## config.mk

```make
export PLATFORM = sky130hd
export DESIGN_NAME = map_modem_flat
export DESIGN_NICKNAME = d
export VERILOG_FILES = /design/src/rtl/map_pkg.sv /design/src/rtl/map_link_if.sv /design/src/rtl/element_decode.sv /design/src/rtl/map_modem.sv /design/src/flat_wrapper.sv
export VERILOG_INCLUDE_DIRS = /design/src /design/src/rtl
export SDC_FILE = /design/constraint.sdc
export NUM_CORES = 2
export LEC_CHECK = 0
export ABC_AREA = 1
export BUFFER_PORTS_ARGS = -buffer_cell sky130_fd_sc_hd__buf_2
export CORE_MARGIN = 1
export CORE_UTILIZATION = 50
export CTS_BUF_LIST = sky130_fd_sc_hd__clkbuf_2
export CTS_CLUSTER_SIZE = 16
export DETAILED_ROUTE_END_ITERATION = 10
export GPL_ROUTABILITY_DRIVEN = 0
export PLACE_DENSITY = 0.66
export SKIP_CTS_REPAIR_TIMING = 1
export SYNTH_ARGS = -nofsm -noshare
export SYNTH_HDL_FRONTEND = slang
export SYNTH_SLANG_ARGS = --single-unit
export TNS_END_PERCENT = 1
```

## constraint.sdc

```tcl
create_clock -name pclk -period 4.5 [get_ports pclk]
set_clock_uncertainty 0.15 [all_clocks]
set_input_delay 0.675 -clock pclk [delete_from_list [all_inputs] [get_ports pclk]]
set_output_delay 0.675 -clock pclk [all_outputs]
set_load 0.01 [all_outputs]
```

## src/rtl/map_defines.svh

```systemverilog
`ifndef MAP_DEFINES_SVH
`define MAP_DEFINES_SVH

// ----------------------------------------------------------------
// Element and header layout
// ----------------------------------------------------------------
`define SID_W 14
`define CODE_W 4
`define OFF_W 14
`define BO_W 4
`define M_W 5
`define TIME_FULL 6'h1A
`define OFF_ZERO 14'h0000
`define OFF_ONE 14'h0001
`define RSVD_FILL 8'h00
`define BO_EXP_MASK 32'h0F0F_0F0F
`define CFG_MASK 32'h00FF_FF1F
`define WORD_ZERO 32'h0000_0000

// ----------------------------------------------------------------
// Interval usage codes
// ----------------------------------------------------------------
`define UC_ZERO 4'h0
`define UC_REQUEST 4'h1
`define UC_REQ_DATA 4'h2
`define UC_INIT_MAINT 4'h3
`define UC_STA_MAINT 4'h4
`define UC_SHORT_GRANT 4'h5
`define UC_LONG_GRANT 4'h6
`define UC_NULL 4'h7
`define UC_DATA_ACK 4'h8
`define UC_RSV_LO 4'h9
`define UC_RSV_HI 4'hE
`define UC_EXPAND 4'hF

// ----------------------------------------------------------------
// Channel descriptor type/length/value codes
// ----------------------------------------------------------------
`define TLV_SYMBOL_RATE 8'h01
`define TLV_FREQ 8'h02
`define TLV_PREAMBLE 8'h03
`define TLV_BURST 8'h04
`define TLV_SR_LEN 8'h01
`define TLV_FREQ_LEN 8'h04
`define TLV_PRE_MIN 8'h01
`define TLV_PRE_MAX 8'h80
`define TLV_LEN_ZERO 8'h00

// ----------------------------------------------------------------
// Headend register offsets and bits
// ----------------------------------------------------------------
`define HE_CTRL 12'h000
`define HE_HDR 12'h004
`define HE_ALLOC 12'h008
`define HE_ACK 12'h00C
`define HE_BO 12'h010
`define HE_IDX 12'h014
`define HE_ELEM 12'h018
`define HE_STATUS 12'h01C
`define CTRL_START 0
`define CTRL_BUSY 1

// ----------------------------------------------------------------
// Modem register offsets and status bits
// ----------------------------------------------------------------
`define MD_STATUS 12'h000
`define MD_CONFIG 12'h004
`define MD_HDR 12'h008
`define MD_ALLOC 12'h00C
`define MD_ACK 12'h010
`define MD_BO 12'h014
`define MD_IDX 12'h018
`define MD_ELEM 12'h01C
`define MD_COUNTS 12'h020
`define MD_TXTIME 12'h024
`define MD_TLV 12'h028
`define ST_W 8
`define ST_DONE 0
`define ST_CHAN 1
`define ST_UCD 2
`define ST_BO 3
`define ST_FIRST 4
`define ST_POST 5
`define ST_OVF 6
`define ST_ACKED 7

`endif

```

## src/rtl/map_pkg.sv

```systemverilog
`include "map_defines.svh"

package map_pkg;

    typedef struct packed {
        logic [`SID_W-1:0] service_flow_id;
        logic [`CODE_W-1:0] code;
        logic [`OFF_W-1:0] offset;
    } element_s;

    typedef struct packed {
        logic [7:0] chan;
        logic [7:0] ucd_cnt;
        logic [7:0] n_elem;
        logic [7:0] rsvd;
    } hdr0_s;

    typedef struct packed {
        logic [`BO_W-1:0] unused;
        logic [`BO_W-1:0] exp;
    } bo_byte_s;

    typedef struct packed {
        bo_byte_s rng_start;
        bo_byte_s rng_end;
        bo_byte_s data_start;
        bo_byte_s data_end;
    } backoff_s;

    typedef struct packed {
        logic [7:0] unused;
        logic [7:0] chan;
        logic [7:0] upstream_channel_descriptor;
        logic [2:0] pad;
        logic [`M_W-1:0] m;
    } modem_cfg_s;

    function automatic logic [31:0] eff_time(input logic [31:0] t, input logic [`M_W-1:0] m);
        logic [5:0] keep;
        keep = `TIME_FULL - {1'b0, m};
        return t & ((32'h0000_0001 << keep) - 32'h0000_0001);
    endfunction : eff_time

    function automatic logic tlv_len_ok(input logic [7:0] ty, input logic [7:0] len);
        logic ok;
        ok = 1'b0;
        case (ty)
            `TLV_SYMBOL_RATE: ok = (len == `TLV_SR_LEN);
            `TLV_FREQ: ok = (len == `TLV_FREQ_LEN);
            `TLV_PREAMBLE: ok = (len >= `TLV_PRE_MIN) && (len <= `TLV_PRE_MAX);
            `TLV_BURST: ok = (len != `TLV_LEN_ZERO);
            default: ok = 1'b0;
        endcase
        return ok;
    endfunction : tlv_len_ok

endpackage : map_pkg

```

## src/rtl/map_link_if.sv

```systemverilog
`timescale 1ns/100ps

interface map_link_if;
    logic [31:0] data;
    logic valid;
    logic ready;
    logic last;

    modport headend (output data, output valid, output last, input ready);
    modport modem (input data, input valid, input last, output ready);
endinterface : map_link_if

```

## src/rtl/element_decode.sv

```systemverilog
`timescale 1ns/100ps
`include "map_defines.svh"

module element_decode
    import map_pkg::*;
(
    input wire logic [31:0] word,
    output element_s elem,
    output logic is_region,
    output logic grant,
    output logic is_null,
    output logic is_ack,
    output logic is_reserved,
    output logic is_expand
);
    assign elem = element_s'(word);
    // Request, request/data, both maintenance kinds and both grants
    assign is_region = (elem.code >= `UC_REQUEST) && (elem.code <= `UC_LONG_GRANT);
    assign grant = (elem.code == `UC_SHORT_GRANT) || (elem.code == `UC_LONG_GRANT);
    assign is_null = (elem.code == `UC_NULL);
    assign is_ack = (elem.code == `UC_DATA_ACK);
    assign is_reserved = (elem.code == `UC_ZERO)
        || ((elem.code >= `UC_RSV_LO) && (elem.code <= `UC_RSV_HI));
    assign is_expand = (elem.code == `UC_EXPAND);
endmodule : element_decode

```

## src/rtl/map_modem.sv

```systemverilog
`timescale 1ns/100ps
`include "map_defines.svh"

module map_modem
    import map_pkg::*;
#(
    parameter int DEPTH = 16
)(
    input wire logic pclk,
    input wire logic presetn,
    input wire logic psel,
    input wire logic penable,
    input wire logic pwrite,
    input wire logic [11:0] paddr,
    input wire logic [31:0] pwdata,
    output logic [31:0] prdata,
    output logic pready,
    output logic pslverr,
    map_link_if.modem link
);
    localparam int IW = $clog2(DEPTH);
    localparam logic [IW:0] DEPTH_C = (IW+1)'(DEPTH);

    typedef enum logic [2:0] {S_HDR0, S_ALLOC, S_ACK, S_BO, S_ELEM, S_SKIP} mstate_e;

    typedef struct packed {
        mstate_e st;
        logic [31:0] prdata;
        logic pready;
        logic pslverr;
        logic ready;
        modem_cfg_s cfg;
        logic [`ST_W-1:0] sts;
        hdr0_s hdr;
        logic [31:0] alloc;
        logic [31:0] ack;
        logic [31:0] bo;
        logic [31:0] txtime;
        logic [15:0] type_length_value;
        logic [IW-1:0] idx;
        logic [IW:0] wr;
        logic [DEPTH-1:0][31:0] mem;
        logic [7:0] elems;
        logic [`OFF_W-1:0] ext_left;
        logic after_null;
        logic [`OFF_W-1:0] map_len;
        logic prev_grant;
        logic [`OFF_W-1:0] prev_off;
        logic [7:0] n_int;
        logic [7:0] n_ack;
        logic [7:0] n_pend;
        logic [7:0] n_rsv;
    } mregs_s;

    mregs_s q;
    mregs_s d;
    element_s el;
    logic el_region;
    logic el_grant;
    logic el_null;
    logic el_ack;
    logic el_rsv;
    logic el_expand;

    element_decode u_dec (
        .word(link.data),
        .elem(el),
        .is_region(el_region),
        .grant(el_grant),
        .is_null(el_null),
        .is_ack(el_ack),
        .is_reserved(el_rsv),
        .is_expand(el_expand)
    );

    // ----------------------------------------------------------------
    // Register access and map parsing
    // ----------------------------------------------------------------
    always_comb begin
        logic acc;
        logic hit;
        logic [31:0] rd;
        logic take;
        logic store;
        logic [`ST_W-1:0] ev;
        logic [`ST_W-1:0] clr;
        logic [31:0] t;
        d = q;
        acc = psel & penable;
        take = link.valid & q.ready;
        store = 1'b0;
        hit = 1'b1;
        rd = `WORD_ZERO;
        ev = '0;
        clr = '0;
        t = eff_time(link.data, q.cfg.m);
        d.ready = 1'b1;
        case (paddr)
            `MD_STATUS: rd = 32'(q.sts);
            `MD_CONFIG: rd = q.cfg;
            `MD_HDR: rd = q.hdr;
            `MD_ALLOC: rd = q.alloc;
            `MD_ACK: rd = q.ack;
            `MD_BO: rd = q.bo;
            `MD_IDX: rd = 32'(q.idx);
            `MD_ELEM: rd = q.mem[q.idx];
            `MD_COUNTS: rd = {q.n_rsv, q.n_pend, q.n_ack, q.n_int};
            `MD_TXTIME: rd = q.txtime;
            `MD_TLV: rd = {15'h0000, tlv_len_ok(q.type_length_value[15:8], q.type_length_value[7:0]), q.type_length_value};
            default: hit = 1'b0;
        endcase
        if (acc && !q.pready) begin
            d.pready = 1'b1;
            d.prdata = rd;
            d.pslverr = !hit;
        end else if (q.pready) begin
            d.pready = 1'b0;
            d.pslverr = 1'b0;
        end
        if (acc && q.pready && pwrite && hit) begin
            case (paddr)
                `MD_STATUS: clr = pwdata[`ST_W-1:0];
                `MD_CONFIG: d.cfg = pwdata & `CFG_MASK;
                `MD_IDX: d.idx = pwdata[IW-1:0];
                `MD_TXTIME: d.txtime = pwdata;
                `MD_TLV: d.type_length_value = pwdata[15:0];
                default: ;
            endcase
        end
        if (take) begin
            unique case (q.st)
                S_HDR0: begin
                    // Reserved byte kept as received, never interpreted
                    d.hdr = link.data;
                    d.elems = 8'h00;
                    d.wr = '0;
                    d.ext_left = `OFF_ZERO;
                    d.after_null = 1'b0;
                    d.prev_grant = 1'b0;
                    d.n_int = 8'h00;
                    d.n_ack = 8'h00;
                    d.n_pend = 8'h00;
                    d.n_rsv = 8'h00;
                    if (link.data[31:24] != q.cfg.chan) begin
                        ev[`ST_CHAN] = 1'b1;
                        d.st = S_SKIP;
                    end else begin
                        d.st = S_ALLOC;
                    end
                    if (link.data[23:16] != q.cfg.upstream_channel_descriptor) begin
                        ev[`ST_UCD] = 1'b1;
                    end
                end
                S_ALLOC: begin
                    d.alloc = t;
                    d.st = S_ACK;
                end
                S_ACK: begin
                    d.ack = t;
                    if (t >= q.txtime) begin
                        ev[`ST_ACKED] = 1'b1;
                    end
                    d.st = S_BO;
                end
                S_BO: begin
                    d.bo = link.data;
                    if ((link.data & ~`BO_EXP_MASK) != `WORD_ZERO) begin
                        ev[`ST_BO] = 1'b1;
                    end
                    d.st = (q.hdr.n_elem == 8'h00) ? S_SKIP : S_ELEM;
                end
                S_ELEM: begin
                    if (q.ext_left != `OFF_ZERO) begin
                        d.ext_left = q.ext_left - `OFF_ONE;
                        store = 1'b1;
                    end else if (q.elems != q.hdr.n_elem) begin
                        store = 1'b1;
                        d.elems = q.elems + 8'h01;
                        if ((q.elems == 8'h00) && (el.offset != `OFF_ZERO)) begin
                            ev[`ST_FIRST] = 1'b1;
                        end
                        if (el_expand) begin
                            d.ext_left = el.offset;
                        end else if (el_rsv) begin
                            d.n_rsv = q.n_rsv + 8'h01;
                        end else if (q.after_null) begin
                            if (el.offset != q.map_len) begin
                                ev[`ST_POST] = 1'b1;
                            end
                            if (el_ack) begin
                                d.n_ack = q.n_ack + 8'h01;
                            end
                            if (el_grant) begin
                                d.n_pend = q.n_pend + 8'h01;
                            end
                        end else if (el_null || el_region) begin
                            if (q.prev_grant && (el.offset == q.prev_off)) begin
                                d.n_pend = q.n_pend + 8'h01;
                            end
                            d.prev_grant = el_grant;
                            d.prev_off = el.offset;
                            if (el_null) begin
                                d.after_null = 1'b1;
                                d.map_len = el.offset;
                            end else begin
                                d.n_int = q.n_int + 8'h01;
                            end
                        end
                    end
                end
                S_SKIP: ;
            endcase
            if (store) begin
                if (q.wr != DEPTH_C) begin
                    d.mem[q.wr[IW-1:0]] = link.data;
                    d.wr = q.wr + 1'b1;
                end else begin
                    ev[`ST_OVF] = 1'b1;
                end
            end
            if (link.last) begin
                d.st = S_HDR0;
                if ((q.st != S_HDR0) && (q.hdr.chan == q.cfg.chan)) begin
                    ev[`ST_DONE] = 1'b1;
                end
            end
        end
        // New events win over a clear in the same cycle
        d.sts = (q.sts & ~clr) | ev;
    end

    always_ff @(posedge pclk or negedge presetn) begin
        if (!presetn) begin
            q <= '0;
        end else begin
            q <= d;
        end
    end

    assign prdata = q.prdata;
    assign pready = q.pready;
    assign pslverr = q.pslverr;
    assign link.ready = q.ready;
endmodule : map_modem

```

## src/flat_wrapper.sv

```systemverilog
// flat-port wrapper written by rule: the top's interface ports become plain ports
module map_modem_flat import map_pkg::*;
#(
    parameter int DEPTH = 16
)
  (pclk, presetn, psel, penable, pwrite, paddr, pwdata, prdata, pready, pslverr, link_data, link_valid, link_last, link_ready);
  map_link_if link_i ();
  input wire logic pclk;
  input wire logic presetn;
  input wire logic psel;
  input wire logic penable;
  input wire logic pwrite;
  input wire logic [11:0] paddr;
  input wire logic [31:0] pwdata;
  output logic [31:0] prdata;
  output logic pready;
  output logic pslverr;
  input wire logic [$bits(link_i.data)-1:0] link_data;
  input wire logic [$bits(link_i.valid)-1:0] link_valid;
  input wire logic [$bits(link_i.last)-1:0] link_last;
  output wire logic [$bits(link_i.ready)-1:0] link_ready;
  assign link_i.data = link_data;
  assign link_i.valid = link_valid;
  assign link_i.last = link_last;
  assign link_ready = link_i.ready;
  map_modem #(.DEPTH(DEPTH)) u_core (.pclk(pclk), .presetn(presetn), .psel(psel), .penable(penable), .pwrite(pwrite), .paddr(paddr), .pwdata(pwdata), .prdata(prdata), .pready(pready), .pslverr(pslverr), .link(link_i));
endmodule
```

### Word level (Yosys, flattened, before mapping)

Cells that the tools add are included.

| storage, ports and cells | value |
|---|---|
| input port bits | 83 |
| flip-flop bits (word level) | 848 |

| cells by class | value |
|---|---|
| magnitude comparators | 10 |
| reductions and logical operators | 50 |
| muxes and demuxes | 64 |
| shifts and indexed selects | 1 |
| equal/unequal tests | 47 |
| bitwise logic cells | 10 |
| add/sub/neg operators | 9 |

Operators with widths:

| operator | count |
|---|---|
| 2-to-1 mux 517 bit | 2 |
| bitwise mux 512 bit | 1 |
| case mux 32 bit (11 select lines) | 1 |
| binary-select mux 32 bit (select 4 bit) | 1 |
| demux 32 bit (select 4 bit) | 1 |
| 2-to-1 mux 62 bit | 2 |
| 2-to-1 mux 8 bit | 12 |
| 2-to-1 mux 84 bit | 1 |
| 2-to-1 mux 38 bit | 2 |
| 2-to-1 mux 32 bit | 2 |
| case mux 32 bit (2 select lines) | 1 |
| 2-to-1 mux 54 bit | 1 |
| equality test 12 x 5 -> 1 bit (second input constant) | 4 |
| case mux 23 bit (2 select lines) | 1 |
| adder 8 x 1 -> 8 bit (second input constant) | 5 |
| equality test 12 x 6 -> 1 bit (second input constant) | 3 |
| bitwise AND 32 bit | 1 |
| >= comparator 32 bit | 1 |
| nonzero test 32 bit | 1 |
| left shift 1 x 6 -> 32 bit (first input constant) | 1 |
| subtractor 32 x 1 -> 32 bit (second input constant) | 1 |
| 2-to-1 mux 14 bit | 2 |
| nonzero test 14 bit | 2 |
| AND reduction 9 bit | 3 |
| 59 further kinds | 139 |

### Depth between registers and ports, before layout

| logic depth | value |
|---|---|
| word-level depth | 10 |
| mapped depth | 28 |
| depth with buffers taken out | 27 |

### Hierarchy

Synthesis repeated with hierarchy kept, for this count alone.

| unflattened totals | value |
|---|---|
| cell total of the unflattened synthesis | 5275 |
| area total of the unflattened synthesis | 42493.3 um^2 |

By module, submodules not included:

| module | area an instance (um^2) | times used | cells each |
|---|---|---|---|
| map_modem | 42169.2 | 1 | 5222 |
| element_decode | 324.1 | 1 | 53 |

### Worst setup path after synthesis

No wires, ideal clock.

| path | value |
|---|---|
| path type | register to register |
| start | register u_core.q[790] in the netlist's numbering |
| end | register u_core.q[788] in the netlist's numbering |
| setup slack | 0.921 ns |
| library setup time | 0.065 ns |
| cell stages (with the launch flop) | 29 |
| data arrival time | 3.364 ns |
| path buffers | 1 |
| cell sequence | dfrtp_1 > buf_2 > nand2_4 > inv_1 > ha_1 > inv_1 > nor3_1 > nand2_1 > nor2_1 > nand2_1 > ha_1 > nand3_1 > inv_1 > nand2_1 > nor2_4 > nand2_1 > nand2_1 > nand2_1 > nor2_1 > ha_1 > nand2_1 > inv_1 > nand3_1 > nor3_1 > and3_1 > nand4_1 > nand3_1 > nand2_1 > nand2_1 |

RTL lines:

| element | RTL line | RTL |
|---|---|---|
| start: declaration | map_modem.sv:55 | `mregs_s q;` |
| start signal: assignment | map_modem.sv:234 | `q <= '0;` |
| start signal: assignment | map_modem.sv:236 | `q <= d;` |

==> key figures <==
Synthesis
  • Avg Synthesized Cell Area: a little over 8 um^2
  • Post-synth top area cell: dfrtp_1
  • Sequential-to-total area share from yosys stat: approximately half
  • Syn nets: between 5000 and 6000
  • Library cells used by synthesis: 61
  • Synthesized area: between 0.04 and 0.05 mm^2
  • Register bit total from synthesis: approximately 850
  • Synth top area share: approximately 50%
  • Syn Inst Count: between 5000 and 6000
  • Synth warn: 0
  • Synth area leaders: dfrtp_1 50%, nand2_1 11%, o21ai_0 8.6%

STA
  • Relative slew slack: a little under a quarter
  • Minimum clock period: approximately 4.2 ns
  • Worst slew pin tran: 1.160 ns
  • Fin. Hold Viols: 1
  • RSZ-0062 raised after global routing: no
  • Max Slew Vio Count: 0
  • Hold Slack: -0.02625 ns
  • Fin crit share: just over 90%
  • Setup violators final: 0
  • Fmax achieved: around 0.24 GHz
  • Fin Setup TNS: 0 ns

Clock tree
  • Clk root buf: clkbuf_2
  • CTS tree: yes
  • TritonCTS Sinks: roughly 850
  • Maximum root-to-sink buffer count: 3
  • H-tree depth: 4
  • Clock latency at the later pin of the worst-skew pair: 1.58 ns
  • Clock Pin Slew Worst Setup and Hold Paths: about 0.15 ns
  • CTS buffer count: approximately 210

Finish
  • Fill count: between 7000 and 8000
  • Fraction of layout cells with a size suffix above 1: 13.01%
  • Nets@finish: 5496
  • Post-Layout Cell Count: ~6700
  • Area growth, synth to finish: 10.72%
  • Leading cell type in the layout, fill and taps excluded: nand2_1
  • Most frequent cells in the layout: 1285 x nand2_1, 843 x dfrtp_1, 731 x o21ai_0

Floorplan
  • Die area: between 0.08 and 0.09 mm^2
  • I/O pin count: 118
  • Placeable Area: 0.08395 mm^2
  • Die H: about 290 um
  • Row Count: roughly 110
  • Initial Utilization: about half
  • Die Wd: about 300 um

Place
  • Placed insts: roughly 6000
  • Dpl hpwl: roughly 89000 um
  • Count of input and output buffers: between 100 and 150

Power and ir drop
  • P_leak: between 20 and 25 nW
  • Pwr per Cell Area: around 460 mW/mm^2
  • VDD IR max: 0.2603 mV

Min path
  • HP Class: input port to flop

GRT
  • First-pass GRT wire length: between 200000 and 250000 um
  • Largest net degree at the start of global routing: 130
  • Overall Global Routing Usage: between 30% and 40%
  • Initial antenna violation count: 4
  • Gr ovfl total: 0
  • Vias in the first global route: around 36000

Drt
  • Via/cell ratio: a little under 6
  • Via count: around 39000
  • Drt total wl: 144700 um
  • Antenna-violating nets left: 0
  • DR WL/cell: about 22 um
  • TritonRoute pass-1 iters: 8
  • Remaining DRCs: 0
  • DR iter-0 viols: between 4000 and 5000

Setup path
  • Worst endpoint required time: around 6 ns
  • CP endpoint kind: flop
  • Arrival time of the worst setup path: around 5.6 ns
  • Worst setup SP type: flop
  • Crit Path Max Fanout: 7
  • Kind of critical path: flop to flop

Outcome
  • Status: finished with violations
  • Failing checks: hold timing

Flow run
  • Max-cap viol count: 0
==> metrics by stage <==
step / worst slack, ns / power, W / util, % / area, um^2
floorplan: 0.9209 / 0.01450 / - / 42550
global placement: 0.3493 / 0.01584 / 51.84 / 43520
detailed placement: 0.2702 / 0.01605 / 51.84 / 43520
CTS: 0.2684 / 0.02144 / 54.17 / 45480
global route: 0.04089 / 0.02297 / 56.11 / 47110
finish: 0.3148 / 0.02157 / 56.12 / 47110
==> worst paths after layout <==
check / start / to / slack, ns / cells after the start
max in group asynchronous: presetn / async pin / 3.13 / 4
min reg2reg: u_core.prdata[25] / u_core.prdata[25] / 0.33 / 2
max reg2reg: u_core.q[789] / u_core.q[788] / 0.31 / 27
min: link_data[8] / u_core.q[661] / -0.03 / 4
max: u_core.q[789] / u_core.q[788] / 0.31 / 27
min in group asynchronous: presetn / u_core.q[753] / 0.33 / 4
==> cell usage after synthesis (all sizes together) <==
cell type  number
or3             1
a22o            2
xor2           24
and2            1
nand3         182
a211oi         20
and3            2
nor4           16
nand4          87
clkinv          3
ha             51
o22ai          65
o2111ai         5
conb            1
o21a            5
mux2i           1
a221oi         17
a21boi          1
nand2        1312
inv           316
o211ai         37
o32ai           1
a21oi          61
nand3b          5
xnor2          20
o21ai        1063
dfrtp         848
nor3           47
clkbuf        226
a311oi          1
nor2          462
buf           158
or2             8
nor3b           8
o41ai           2
a22oi           3
o221ai        102
a31oi           2
o31ai           6
==> metal layers <==
metal | vias up | GRT usage (%) | share of wire (%)
li1 | 17870 | - | -
met2 | 2008 | 49.16 | 44
met1 | 18630 | 44.74 | 41
met3 | 443 | 7.107 | 9.5
met4 | 2 | 18.56 | 5.7
met5 | - | 0 | 0.0076
==> cells by family (layout without fill, tap and decap cells) <==
logic type	after synthesis	after routing	synth area share, %
adders and majority gates	51	51	1.500
xor gates and xnor gates	44	44	0.9057
muxes	1	1	0.02353
DFF	848	848	49.87
buffers and inverters	703	1058	7.434
other	1	3	0.008814
and+or+nand+nor	2131	2131	21.49
AOI/OAI and AO/OA	1393	1393	18.76
==> power by group <==
group	switching, W	internal [W]	total [W]
clock	0.00331	0.00211	0.00542
sequential	0.00134	0.00991	0.0113
combinational	0.00303	0.00187	0.00490
total	0.00767	0.0139	0.0216
==> final cells by class <==
type	count	area, um^2	area share (%)
antenna	2	5.005	0.01062
clock buffer	316	1582	3.357
clock inverter	65	376.6	0.7994
inverter	319	1207	2.563
multi-input combinational	3621	18270	38.77
sequential	848	21230	45.07
tap	1134	1419	3.012
timing repair buffer	358	3023	6.416
==> critical path, cell delays in order (launching register included) <==
cell and delay [ns]:
dfrtp_1 0.49, nand2_4 0.14, inv_1 0.07, ha_1 0.31, inv_1 0.08, nor3_1 0.18, nand2_1 0.11, nor2_2 0.15
nand2_1 0.13, ha_1 0.25, nand3_1 0.16, inv_1 0.09, nand2_1 0.13, nor2_4 0.09, nand2_1 0.07, nand2_1 0.07
nand2_1 0.07, nor2_1 0.05, ha_1 0.33, nand2_1 0.08, inv_1 0.06, nand3_1 0.12, nor3_2 0.18, and3_1 0.25
nand4_1 0.09, nand3_1 0.10, nand2_1 0.06, nand2_1 0.11
Power figures use the tool's default switching activity.
